[config.mk]
export PLATFORM = sky130hd
export DESIGN_NAME = lfc_capture
export DESIGN_NICKNAME = d
export VERILOG_FILES = /design/src/logic/lfc_pkg.sv /design/src/logic/lfc_skid.sv /design/src/logic/lfc_capture.sv
export SDC_FILE = /design/constraint.sdc
export NUM_CORES = 1
export LEC_CHECK = 0
export ABC_AREA = 1
export BUFFER_PORTS_ARGS = -buffer_cell sky130_fd_sc_hd__buf_2
export CAP_MARGIN = 30
export CORE_MARGIN = 1.5
export CORE_UTILIZATION = 55
export DETAILED_ROUTE_END_ITERATION = 6
export PLACE_DENSITY = 0.76
export REMOVE_ABC_BUFFERS = 1
export SYNTH_ARGS = -nofsm -noshare
export SYNTH_HDL_FRONTEND = slang
export SYNTH_SLANG_ARGS = --single-unit
[constraint.sdc]
create_clock -name I_CORE_CLK -period 5.9 [get_ports I_CORE_CLK]
set_input_delay 1.18 -clock I_CORE_CLK [delete_from_list [all_inputs] [get_ports I_CORE_CLK]]
set_output_delay 1.18 -clock I_CORE_CLK [all_outputs]
set_load 0.01 [all_outputs]
[src/logic/lfc_pkg.sv]
// Purpose: Shared constants for the luma frame capture block
// Assumes: 8-bit luma, 256x192 byte capture memory split into two frame areas
// Notes:   Register offsets index the plain software port
package lfc_pkg;
   localparam int          LUMA_W         = 8;
   localparam int          ADDR_W         = 16;
   localparam int          ROW_W          = 8;
   localparam int          COL_W          = 8;
   localparam logic [7:0]  FRAME_ROWS     = 8'h60;
   localparam logic [7:0]  LAST_COL       = 8'hFF;
   localparam logic [7:0]  FRAME_B_OFFSET = 8'h60;
   localparam logic [7:0]  HC_THRESHOLD   = 8'h78;
   localparam logic [7:0]  LUMA_WHITE     = 8'hFF;
   localparam logic [7:0]  LUMA_BLACK     = 8'h00;
   localparam logic [1:0]  PIX_DIV_LAST   = 2'h3;
   localparam logic [7:0]  DELAY_RESET    = 8'h04;
   localparam logic [1:0]  CTRL_RESET     = 2'h0;
   localparam int          CTRL_HC_BIT    = 0;
   localparam int          CTRL_FRZ_BIT   = 1;
   localparam logic [1:0]  OFF_CTRL       = 2'h0;
   localparam logic [1:0]  OFF_DELAY      = 2'h1;
   localparam logic [1:0]  OFF_STATUS     = 2'h2;
   localparam int          BUF_W          = 24;

   typedef enum logic [1:0]
   {
      CAP_IDLE   = 2'b00,
      CAP_WINDOW = 2'b01
   } lfc_cap_e;
endpackage

[src/logic/lfc_skid.sv]
// Purpose: Two-entry buffer with valid and ready on both sides
// Assumes: Single clock, synchronous active-high reset
// Notes:   Ready towards the source is decoded from the registered fill level
`timescale 1ns/1ps
module lfc_skid
   import lfc_pkg::*;
(
   input  wire logic              i_clk,
   input  wire logic              i_srst,
   input  wire logic              i_valid,
   output logic                   o_ready,
   input  wire logic [BUF_W-1:0]  i_data,
   output logic                   o_valid,
   input  wire logic              i_ready,
   output logic [BUF_W-1:0]       o_data
);
   logic [BUF_W-1:0] mem_reg [2];
   logic             rd_ptr_reg;
   logic             wr_ptr_reg;
   logic [1:0]       count_reg;
   logic             push;
   logic             pop;

   assign o_ready = (count_reg != 2'h2);
   assign o_valid = (count_reg != 2'h0);
   assign o_data  = mem_reg[rd_ptr_reg];
   assign push    = i_valid && o_ready;
   assign pop     = o_valid && i_ready;

   always_ff @(posedge i_clk)
   begin
      if (i_srst)
      begin
         mem_reg[0] <= {BUF_W{1'b0}};
         mem_reg[1] <= {BUF_W{1'b0}};
      end
      else if (push)
      begin
         mem_reg[wr_ptr_reg] <= i_data;
      end
   end

   always_ff @(posedge i_clk)
   begin
      if (i_srst)
      begin
         rd_ptr_reg <= 1'b0;
         wr_ptr_reg <= 1'b0;
         count_reg  <= 2'h0;
      end
      else
      begin
         if (push)
         begin
            wr_ptr_reg <= ~wr_ptr_reg;
         end
         if (pop)
         begin
            rd_ptr_reg <= ~rd_ptr_reg;
         end
         count_reg <= count_reg + {1'b0, push} - {1'b0, pop};
      end
   end

   chk_no_overflow : assert property (@(posedge i_clk) disable iff (i_srst)
      count_reg == 2'h2 |-> !push)
      else $error("buffer pushed while full");
endmodule

[src/logic/lfc_capture.sv]
// Purpose: Luma capture into a dual-frame 256x192 byte memory
// Assumes: Sync and valid inputs synchronous to I_CORE_CLK
// Notes:   Writes leave through a two-entry buffer; a sample arriving while it is full is dropped
//
// How it works
// - The write address is 16 bits, row in the upper byte and column in the lower byte.
// - The capture memory spans 256x192 byte locations shared by both frames.
// - The capture window opens on the frame indicator rising edge once the skip count elapses.
// - In a window exactly one of frame A or B is selected, alternating per window.
// - A write happens only in the window, with pixel valid high and frame indicator low.
// - Each frame area is 256x96, and frame B adds 96 to the row.
// - The spacing between A and B captures is adjustable, four frames after reset.
// - Vertical sync clears both row and column counters.
// - Horizontal sync clears the column counter and pixel divider, but not the row counter.
// - Each accepted sample advances the column, holding at column 255; no sample is taken once row 95 is done.
// - Only one pixel in four on a line and one line in two are stored.
// - High-contrast mode maps luma above 120 to 255 and 120 or below to 0.
// - With high contrast off the luma passes unchanged.
// - Freeze stops writes to frame B while frame A keeps updating.
// - Address, data, strobe and window flag are presented downstream.
//
// Local design decisions: the register addresses and strobed register access.
`timescale 1ns/1ps
module lfc_capture
   import lfc_pkg::*;
(
   input  wire logic                      I_CORE_CLK,
   input  wire logic                      I_SRST,
   input  wire logic [LUMA_W-1:0]         I_LUMA,
   input  wire logic                      I_PIXEL_VALID,
   input  wire logic                      I_HSYNC,
   input  wire logic                      I_VSYNC,
   input  wire logic                      I_FRAME,
   input  wire logic [1:0]                I_REG_ADDR,
   input  wire logic [7:0]                I_REG_WDATA,
   input  wire logic                      I_REG_WR,
   input  wire logic                      I_REG_RD,
   output logic      [7:0]                O_REG_RDATA,
   input  wire logic                      I_MEM_READY,
   output logic                           O_MEM_WE,
   output logic      [ADDR_W-1:0]         O_MEM_ADDR,
   output logic      [LUMA_W-1:0]         O_MEM_DATA,
   output logic                           O_CAPTURING,
   output logic                           O_SELECT_FRAME_A,
   output logic                           O_SELECT_FRAME_B
);
   import lfc_pkg::*;

   function automatic logic [LUMA_W-1:0] shape_luma(input logic [LUMA_W-1:0] y,
                                                    input logic hc);
      logic [LUMA_W-1:0] r;
      r = y;
      if (hc)
      begin
         r = (y > HC_THRESHOLD) ? LUMA_WHITE : LUMA_BLACK;
      end
      return r;
   endfunction

   // ----------------------------------------------------------------
   // Software registers
   // ----------------------------------------------------------------
   logic [1:0] ctrl_reg;
   logic [7:0] delay_reg;
   logic [7:0] rdata_reg;
   logic       src_ready;

   always_ff @(posedge I_CORE_CLK)
   begin
      if (I_SRST)
      begin
         ctrl_reg  <= CTRL_RESET;
         delay_reg <= DELAY_RESET;
      end
      else if (I_REG_WR)
      begin
         if (I_REG_ADDR == OFF_CTRL)
         begin
            ctrl_reg <= I_REG_WDATA[1:0];
         end
         if (I_REG_ADDR == OFF_DELAY)
         begin
            delay_reg <= I_REG_WDATA;
         end
      end
   end

   lfc_cap_e state_reg;
   logic     sel_b_reg;
   logic     done_reg;

   always_ff @(posedge I_CORE_CLK)
   begin
      if (I_SRST)
      begin
         rdata_reg <= 8'h00;
      end
      else if (I_REG_RD)
      begin
         case (I_REG_ADDR)
            OFF_CTRL:   rdata_reg <= {6'h00, ctrl_reg};
            OFF_DELAY:  rdata_reg <= delay_reg;
            OFF_STATUS: rdata_reg <= {4'h0, !src_ready, done_reg, sel_b_reg,
                                      state_reg == CAP_WINDOW};
            default:    rdata_reg <= 8'h00;
         endcase
      end
      else
      begin
         rdata_reg <= 8'h00;
      end
   end
   assign O_REG_RDATA = rdata_reg;

   // ----------------------------------------------------------------
   // Frame skip counter and capture window
   // ----------------------------------------------------------------
   logic       frame_d_reg;
   logic       frame_rise;
   logic [7:0] skip_reg;
   logic       open_now;
   logic       frozen_b;

   assign frame_rise = I_FRAME && !frame_d_reg;
   assign open_now   = frame_rise && (skip_reg + 8'h01 >= delay_reg);
   assign frozen_b   = ctrl_reg[CTRL_FRZ_BIT] && sel_b_reg;

   always_ff @(posedge I_CORE_CLK)
   begin
      if (I_SRST)
      begin
         frame_d_reg <= 1'b1;
      end
      else
      begin
         frame_d_reg <= I_FRAME;
      end
   end

   always_ff @(posedge I_CORE_CLK)
   begin
      if (I_SRST)
      begin
         skip_reg  <= 8'h00;
         state_reg <= CAP_IDLE;
         sel_b_reg <= 1'b1;
      end
      else if (frame_rise)
      begin
         case (state_reg)
            CAP_IDLE:
            begin
               if (open_now)
               begin
                  state_reg <= CAP_WINDOW;
                  sel_b_reg <= ~sel_b_reg;
                  skip_reg  <= 8'h00;
               end
               else
               begin
                  skip_reg <= skip_reg + 8'h01;
               end
            end
            CAP_WINDOW:
            begin
               state_reg <= CAP_IDLE;
               skip_reg  <= 8'h01;
            end
            default: state_reg <= CAP_IDLE;
         endcase
      end
   end

   assign O_CAPTURING      = (state_reg == CAP_WINDOW);
   assign O_SELECT_FRAME_A = (state_reg == CAP_WINDOW) && !sel_b_reg;
   assign O_SELECT_FRAME_B = (state_reg == CAP_WINDOW) && sel_b_reg;

   // ----------------------------------------------------------------
   // Subsampling and address counters
   // ----------------------------------------------------------------
   logic [1:0]       pix_div_reg;
   logic             line_odd_reg;
   logic [ROW_W-1:0] row_reg;
   logic [COL_W-1:0] col_reg;
   logic             take;
   logic             hsync_d_reg;
   logic             line_seen_reg;

   assign take = (state_reg == CAP_WINDOW) && I_PIXEL_VALID && !I_FRAME
                 && !I_HSYNC && !I_VSYNC
                 && (pix_div_reg == 2'h0) && !line_odd_reg
                 && !done_reg && !frozen_b && src_ready;

   always_ff @(posedge I_CORE_CLK)
   begin
      if (I_SRST)
      begin
         hsync_d_reg <= 1'b0;
      end
      else
      begin
         hsync_d_reg <= I_HSYNC;
      end
   end

   always_ff @(posedge I_CORE_CLK)
   begin
      if (I_SRST || I_VSYNC)
      begin
         row_reg      <= 8'h00;
         col_reg      <= 8'h00;
         pix_div_reg  <= 2'h0;
         line_odd_reg <= 1'b0;
         done_reg     <= 1'b0;
         line_seen_reg <= 1'b0;
      end
      else if (I_HSYNC)
      begin
         col_reg     <= 8'h00;
         pix_div_reg <= 2'h0;
         line_seen_reg <= 1'b0;
         if (!hsync_d_reg && line_seen_reg)
         begin
            line_odd_reg <= ~line_odd_reg;
            if (!line_odd_reg && !done_reg)
            begin
               if (row_reg == FRAME_ROWS - 8'h01)
               begin
                  done_reg <= 1'b1;
               end
               else
               begin
                  row_reg <= row_reg + 8'h01;
               end
            end
         end
      end
      else if (I_PIXEL_VALID && (state_reg == CAP_WINDOW) && !I_FRAME)
      begin
         pix_div_reg <= (pix_div_reg == PIX_DIV_LAST) ? 2'h0 : pix_div_reg + 2'h1;
         line_seen_reg <= 1'b1;
         if (take)
         begin
            if (col_reg == LAST_COL)
            begin
               col_reg <= LAST_COL;
            end
            else
            begin
               col_reg <= col_reg + 8'h01;
            end
         end
      end
   end

   // ----------------------------------------------------------------
   // Output buffer towards the memory owner
   // ----------------------------------------------------------------
   logic [BUF_W-1:0] buf_in;
   logic [BUF_W-1:0] buf_out;
   logic             buf_valid;
   logic [ROW_W-1:0] row_abs;

   assign row_abs = sel_b_reg ? row_reg + FRAME_B_OFFSET : row_reg;
   assign buf_in  = {row_abs, col_reg, shape_luma(I_LUMA, ctrl_reg[CTRL_HC_BIT])};

   lfc_skid u_skid
   (
      .i_clk   (I_CORE_CLK),
      .i_srst  (I_SRST),
      .i_valid (take),
      .o_ready (src_ready),
      .i_data  (buf_in),
      .o_valid (buf_valid),
      .i_ready (I_MEM_READY),
      .o_data  (buf_out)
   );

   assign O_MEM_WE   = buf_valid;
   assign O_MEM_ADDR = buf_out[BUF_W-1:LUMA_W];
   assign O_MEM_DATA = buf_out[LUMA_W-1:0];

   // ----------------------------------------------------------------
   // Checks
   // ----------------------------------------------------------------
   chk_select_onehot : assert property (@(posedge I_CORE_CLK) disable iff (I_SRST)
      O_CAPTURING |-> (O_SELECT_FRAME_A ^ O_SELECT_FRAME_B))
      else $error("frame select not one-hot");
   chk_write_gate : assert property (@(posedge I_CORE_CLK) disable iff (I_SRST)
      take |-> O_CAPTURING && I_PIXEL_VALID && !I_FRAME)
      else $error("write outside window");
   chk_vsync_clear : assert property (@(posedge I_CORE_CLK) disable iff (I_SRST)
      I_VSYNC |=> (row_reg == 8'h00) && (col_reg == 8'h00))
      else $error("vsync did not clear counters");
   chk_hsync_col : assert property (@(posedge I_CORE_CLK) disable iff (I_SRST)
      I_HSYNC && !I_VSYNC |=> (col_reg == 8'h00) && (row_reg - $past(row_reg) <= 8'h01))
      else $error("hsync cleared row or kept column");
   chk_row_bound : assert property (@(posedge I_CORE_CLK) disable iff (I_SRST)
      row_reg < FRAME_ROWS)
      else $error("row past frame area");
   chk_b_offset : assert property (@(posedge I_CORE_CLK) disable iff (I_SRST)
      take && sel_b_reg |-> buf_in[BUF_W-1:LUMA_W+COL_W] == row_reg + FRAME_B_OFFSET)
      else $error("frame B row offset wrong");
   chk_contrast : assert property (@(posedge I_CORE_CLK) disable iff (I_SRST)
      ctrl_reg[CTRL_HC_BIT] |-> buf_in[7:0] == ((I_LUMA > 8'h78) ? 8'hFF : 8'h00))
      else $error("contrast mapping wrong");
   chk_passthru : assert property (@(posedge I_CORE_CLK) disable iff (I_SRST)
      !ctrl_reg[CTRL_HC_BIT] |-> buf_in[7:0] == I_LUMA)
      else $error("luma altered");
   chk_freeze_b : assert property (@(posedge I_CORE_CLK) disable iff (I_SRST)
      ctrl_reg[CTRL_FRZ_BIT] && O_SELECT_FRAME_B |-> !take)
      else $error("frame B written while frozen");
   chk_window_open : assert property (@(posedge I_CORE_CLK) disable iff (I_SRST)
      $rose(O_CAPTURING) |-> $past(frame_rise))
      else $error("window opened without frame edge");

   cov_window_a : cover property (@(posedge I_CORE_CLK) O_SELECT_FRAME_A && take);
   cov_window_b : cover property (@(posedge I_CORE_CLK) O_SELECT_FRAME_B && take);
   cov_stall    : cover property (@(posedge I_CORE_CLK) !src_ready && O_CAPTURING);
   cov_done     : cover property (@(posedge I_CORE_CLK) $rose(done_reg));
endmodule

==> flow_metrics.tcl <==
set metrics [dict create \
    syn_area_mm2 0.004977 \
    yosys.area.top_type "edfxtp_1" \
    async_reset_ff_share_pct 0 \
    cts_num_sinks 104 \
    crit_path_start_kind "input pin" \
    vdd_drop_max_v 0.0001388 \
    maxSlewHeadroom_pct 41.26 \
    cp.required_ns 5.98 \
    utilization_pct 64.08 \
    finalSetupViolCount 0 \
    syn_inst 560 \
    status "finished, final reports clean" \
    firstDrtPassIters 4 \
    grt_pass1_wl_mm 16.06 \
    antenna_found_initial 0 \
    clkTransAtPathRegs_ns 0.10 \
    dieArea_mm2 0.009630 \
    die_h_um 98.13 \
    cts_setup_buffers 0 \
    fmax_mhz 345.1 \
    fill_cells 729 \
    post_drt_wl_per_cell_um 12.91 \
    grt_pass1_vias 3622 \
    yosysMostFrequentCell "nand2_1" \
    synth-seq-cells 104 \
    place_ws_ns 2.331 \
    seq_power_share_pct 55.2 \
    powerDensity_mw_per_mm2 254.9 \
    min_period_over_period_pct 49.11 \
    synth-edff-count 48 \
    critPathArrivalTime_ns 2.98 \
    viasPerCell 5.173 \
    grt_max_degree 28 \
    skew_ns 0.01295 \
    die_w_um 98.13 \
    p_leak_nw 2.494 \
    combPwrFrac_pct 11.1 \
    wirelength_mm 9.489 \
    netlist_top_cells_area "edfxtp_1 (29%), dfxtp_1 (23%), nand2_1 (7.0%), inv_1 (6.0%), mux2_2 (5.4%)" \
    io_buffers 62 \
    io_pins 63 \
    numCtsBuffers 9 \
    htreeDepth 3 \
    core_mm2 0.008763 \
    synth_top_area_share_pct 28.96 \
    rsz0062_at_grt "false" \
    synthToLayoutAreaGrowth_pct 12.82 \
    syn_area_per_cell_um2 8.888 \
    num_vias 3802 \
    gr-total-overflow 0 \
    gp_congestion 0.8796 \
    synth_flop_cell "dfxtp_1" \
    path_class "input pin to flip-flop" \
    yosysSeqAreaShare_pct 51.48 \
    root_buffer "clkbuf_8" \
    start_util_pct 56.80 \
    end_kind "flip-flop" \
    nets 666 \
    tns_ns 0 \
    max_cap_viol_count 0 \
    hold_path_class "flip-flop to flip-flop" \
    p_clk_share_pct 33.8 \
    yosysWarnings 0 \
    setup_ws_ns 3.002 \
    largest_reg_flops 48 \
    drc 0 \
    ctsHoldBuffers 0 \
    layout-drive-gt1-share_pct 19.46 \
    yosysUniqueCellTypes 30 \
    dp_hpwl_mm 6.821 \
    cts_resized 0 \
    period_minus_slack_ns 2.898 \
    cts.path.max_buffers 2 \
    report.final.slew_viol_count 0 \
    drt_iter0_markers 130 \
    p_switching_w 0.0003475 \
    num_antenna_cells 0 \
    num_rows 34 \
    tightestPinTransition_ns 0.8778 \
    swShare_pct 24.28 \
    p_total_w 0.001431 \
    grt_use_total_pct 20.54 \
    hold_violations 0 \
    ant_nets 0 \
    cts_tree "yes" \
    cp_max_fo 19 \
    p_int_w 0.001084 \
    clk_latency_ns 0.37 \
    synth_commonest_cells "nand2_1 (93), inv_1 (80), nor2_1 (68)" \
]
[kinds of logic after synthesis]
kind of cell | count (synthesis) | synth area share, %
DFF | 104 | 51.48
and+or+nand+nor | 226 | 20.34
buffers and inverters | 98 | 7.994
muxes | 24 | 5.430
xor gates and xnor gates | 11 | 1.936
adders and majority gates | 17 | 4.273
AOI/OAI and AO/OA | 80 | 8.547
[layer usage]
metal | up-vias | part of all wire, % | GRT usage [%]
met5 | - | 0 | 0
met2 | 74 | 50 | 35.17
met3 | 13 | 3.4 | 3.651
met1 | 1753 | 45 | 25.57
li1 | 1962 | - | -
met4 | 0 | 1.6 | 8.884
[metrics by stage]
| step | cell area, um2 | hold WS [ns] | std cells |
|---|---|---|---|
| 2_1_floorplan | 4891 | 0.4263 | 545 |
| 3_3_place_gp | 5355 | 0.4350 | 717 |
| 3_5_place_dp | 5355 | 0.4431 | 717 |
| 4_1_cts | 5573 | 0.4590 | 733 |
| 5_1_grt | 5615 | 0.5024 | 735 |
| 6_report | 5615 | 0.4665 | 735 |
[worst max-delay path, cell delays in order]
cell	delay (ns)
buf_2	0.10
inv_1	0.14
nand3_4	0.14
nor3_4	0.37
nand3_4	0.32
nand2_1	0.50
buf_8	0.23
[final timing paths]
path,startpoint,end,slack (ns),depth (start not counted)
max,I_FRAME,u_skid.mem_reg[1][1],3.00,7
min,u_skid.rd_ptr_reg,u_skid.rd_ptr_reg,0.47,1
max reg2reg,skip_reg[0],skip_reg[6],3.39,12
min reg2reg,u_skid.rd_ptr_reg,u_skid.rd_ptr_reg,0.47,1
[placed cells by master (no fill, tap or decap), types with 14 or more instances in the layout]
master / n
buf_2: 62
o21ai_0: 29
inv_1: 80
edfxtp_1: 48
dfxtp_1: 56
nand3_1: 29
nor3_1: 14
a21oi_1: 37
nand2_1: 93
nor2_1: 68
mux2_2: 24
ha_1: 17
[power groups by stage]
stage          Sequential [W]  Combinational [W]  Clock [W]
5_1_grt              0.000792           0.000177   0.000518
4_1_cts              0.000797           0.000146   0.000491
2_1_floorplan        0.000808          0.0000977          0
3_5_place_dp         0.000813           0.000145          0
6_report             0.000789           0.000159   0.000483
3_3_place_gp         0.000812           0.000142          0
[area by class of cell]
| cell class | instances | area [um2] | area share (%) |
|---|---|---|---|
| Sequential cell | 104 | 2562 | 45.63 |
| Multi-Input combinational cell | 358 | 2021 | 35.98 |
| Timing Repair Buffer | 66 | 367.9 | 6.551 |
| Inverter | 83 | 311.5 | 5.548 |
| Tap cell | 108 | 135.1 | 2.406 |
| Clock buffer | 9 | 123.9 | 2.206 |
| Clock inverter | 7 | 93.84 | 1.671 |
(Power assumes the default switching activity.)
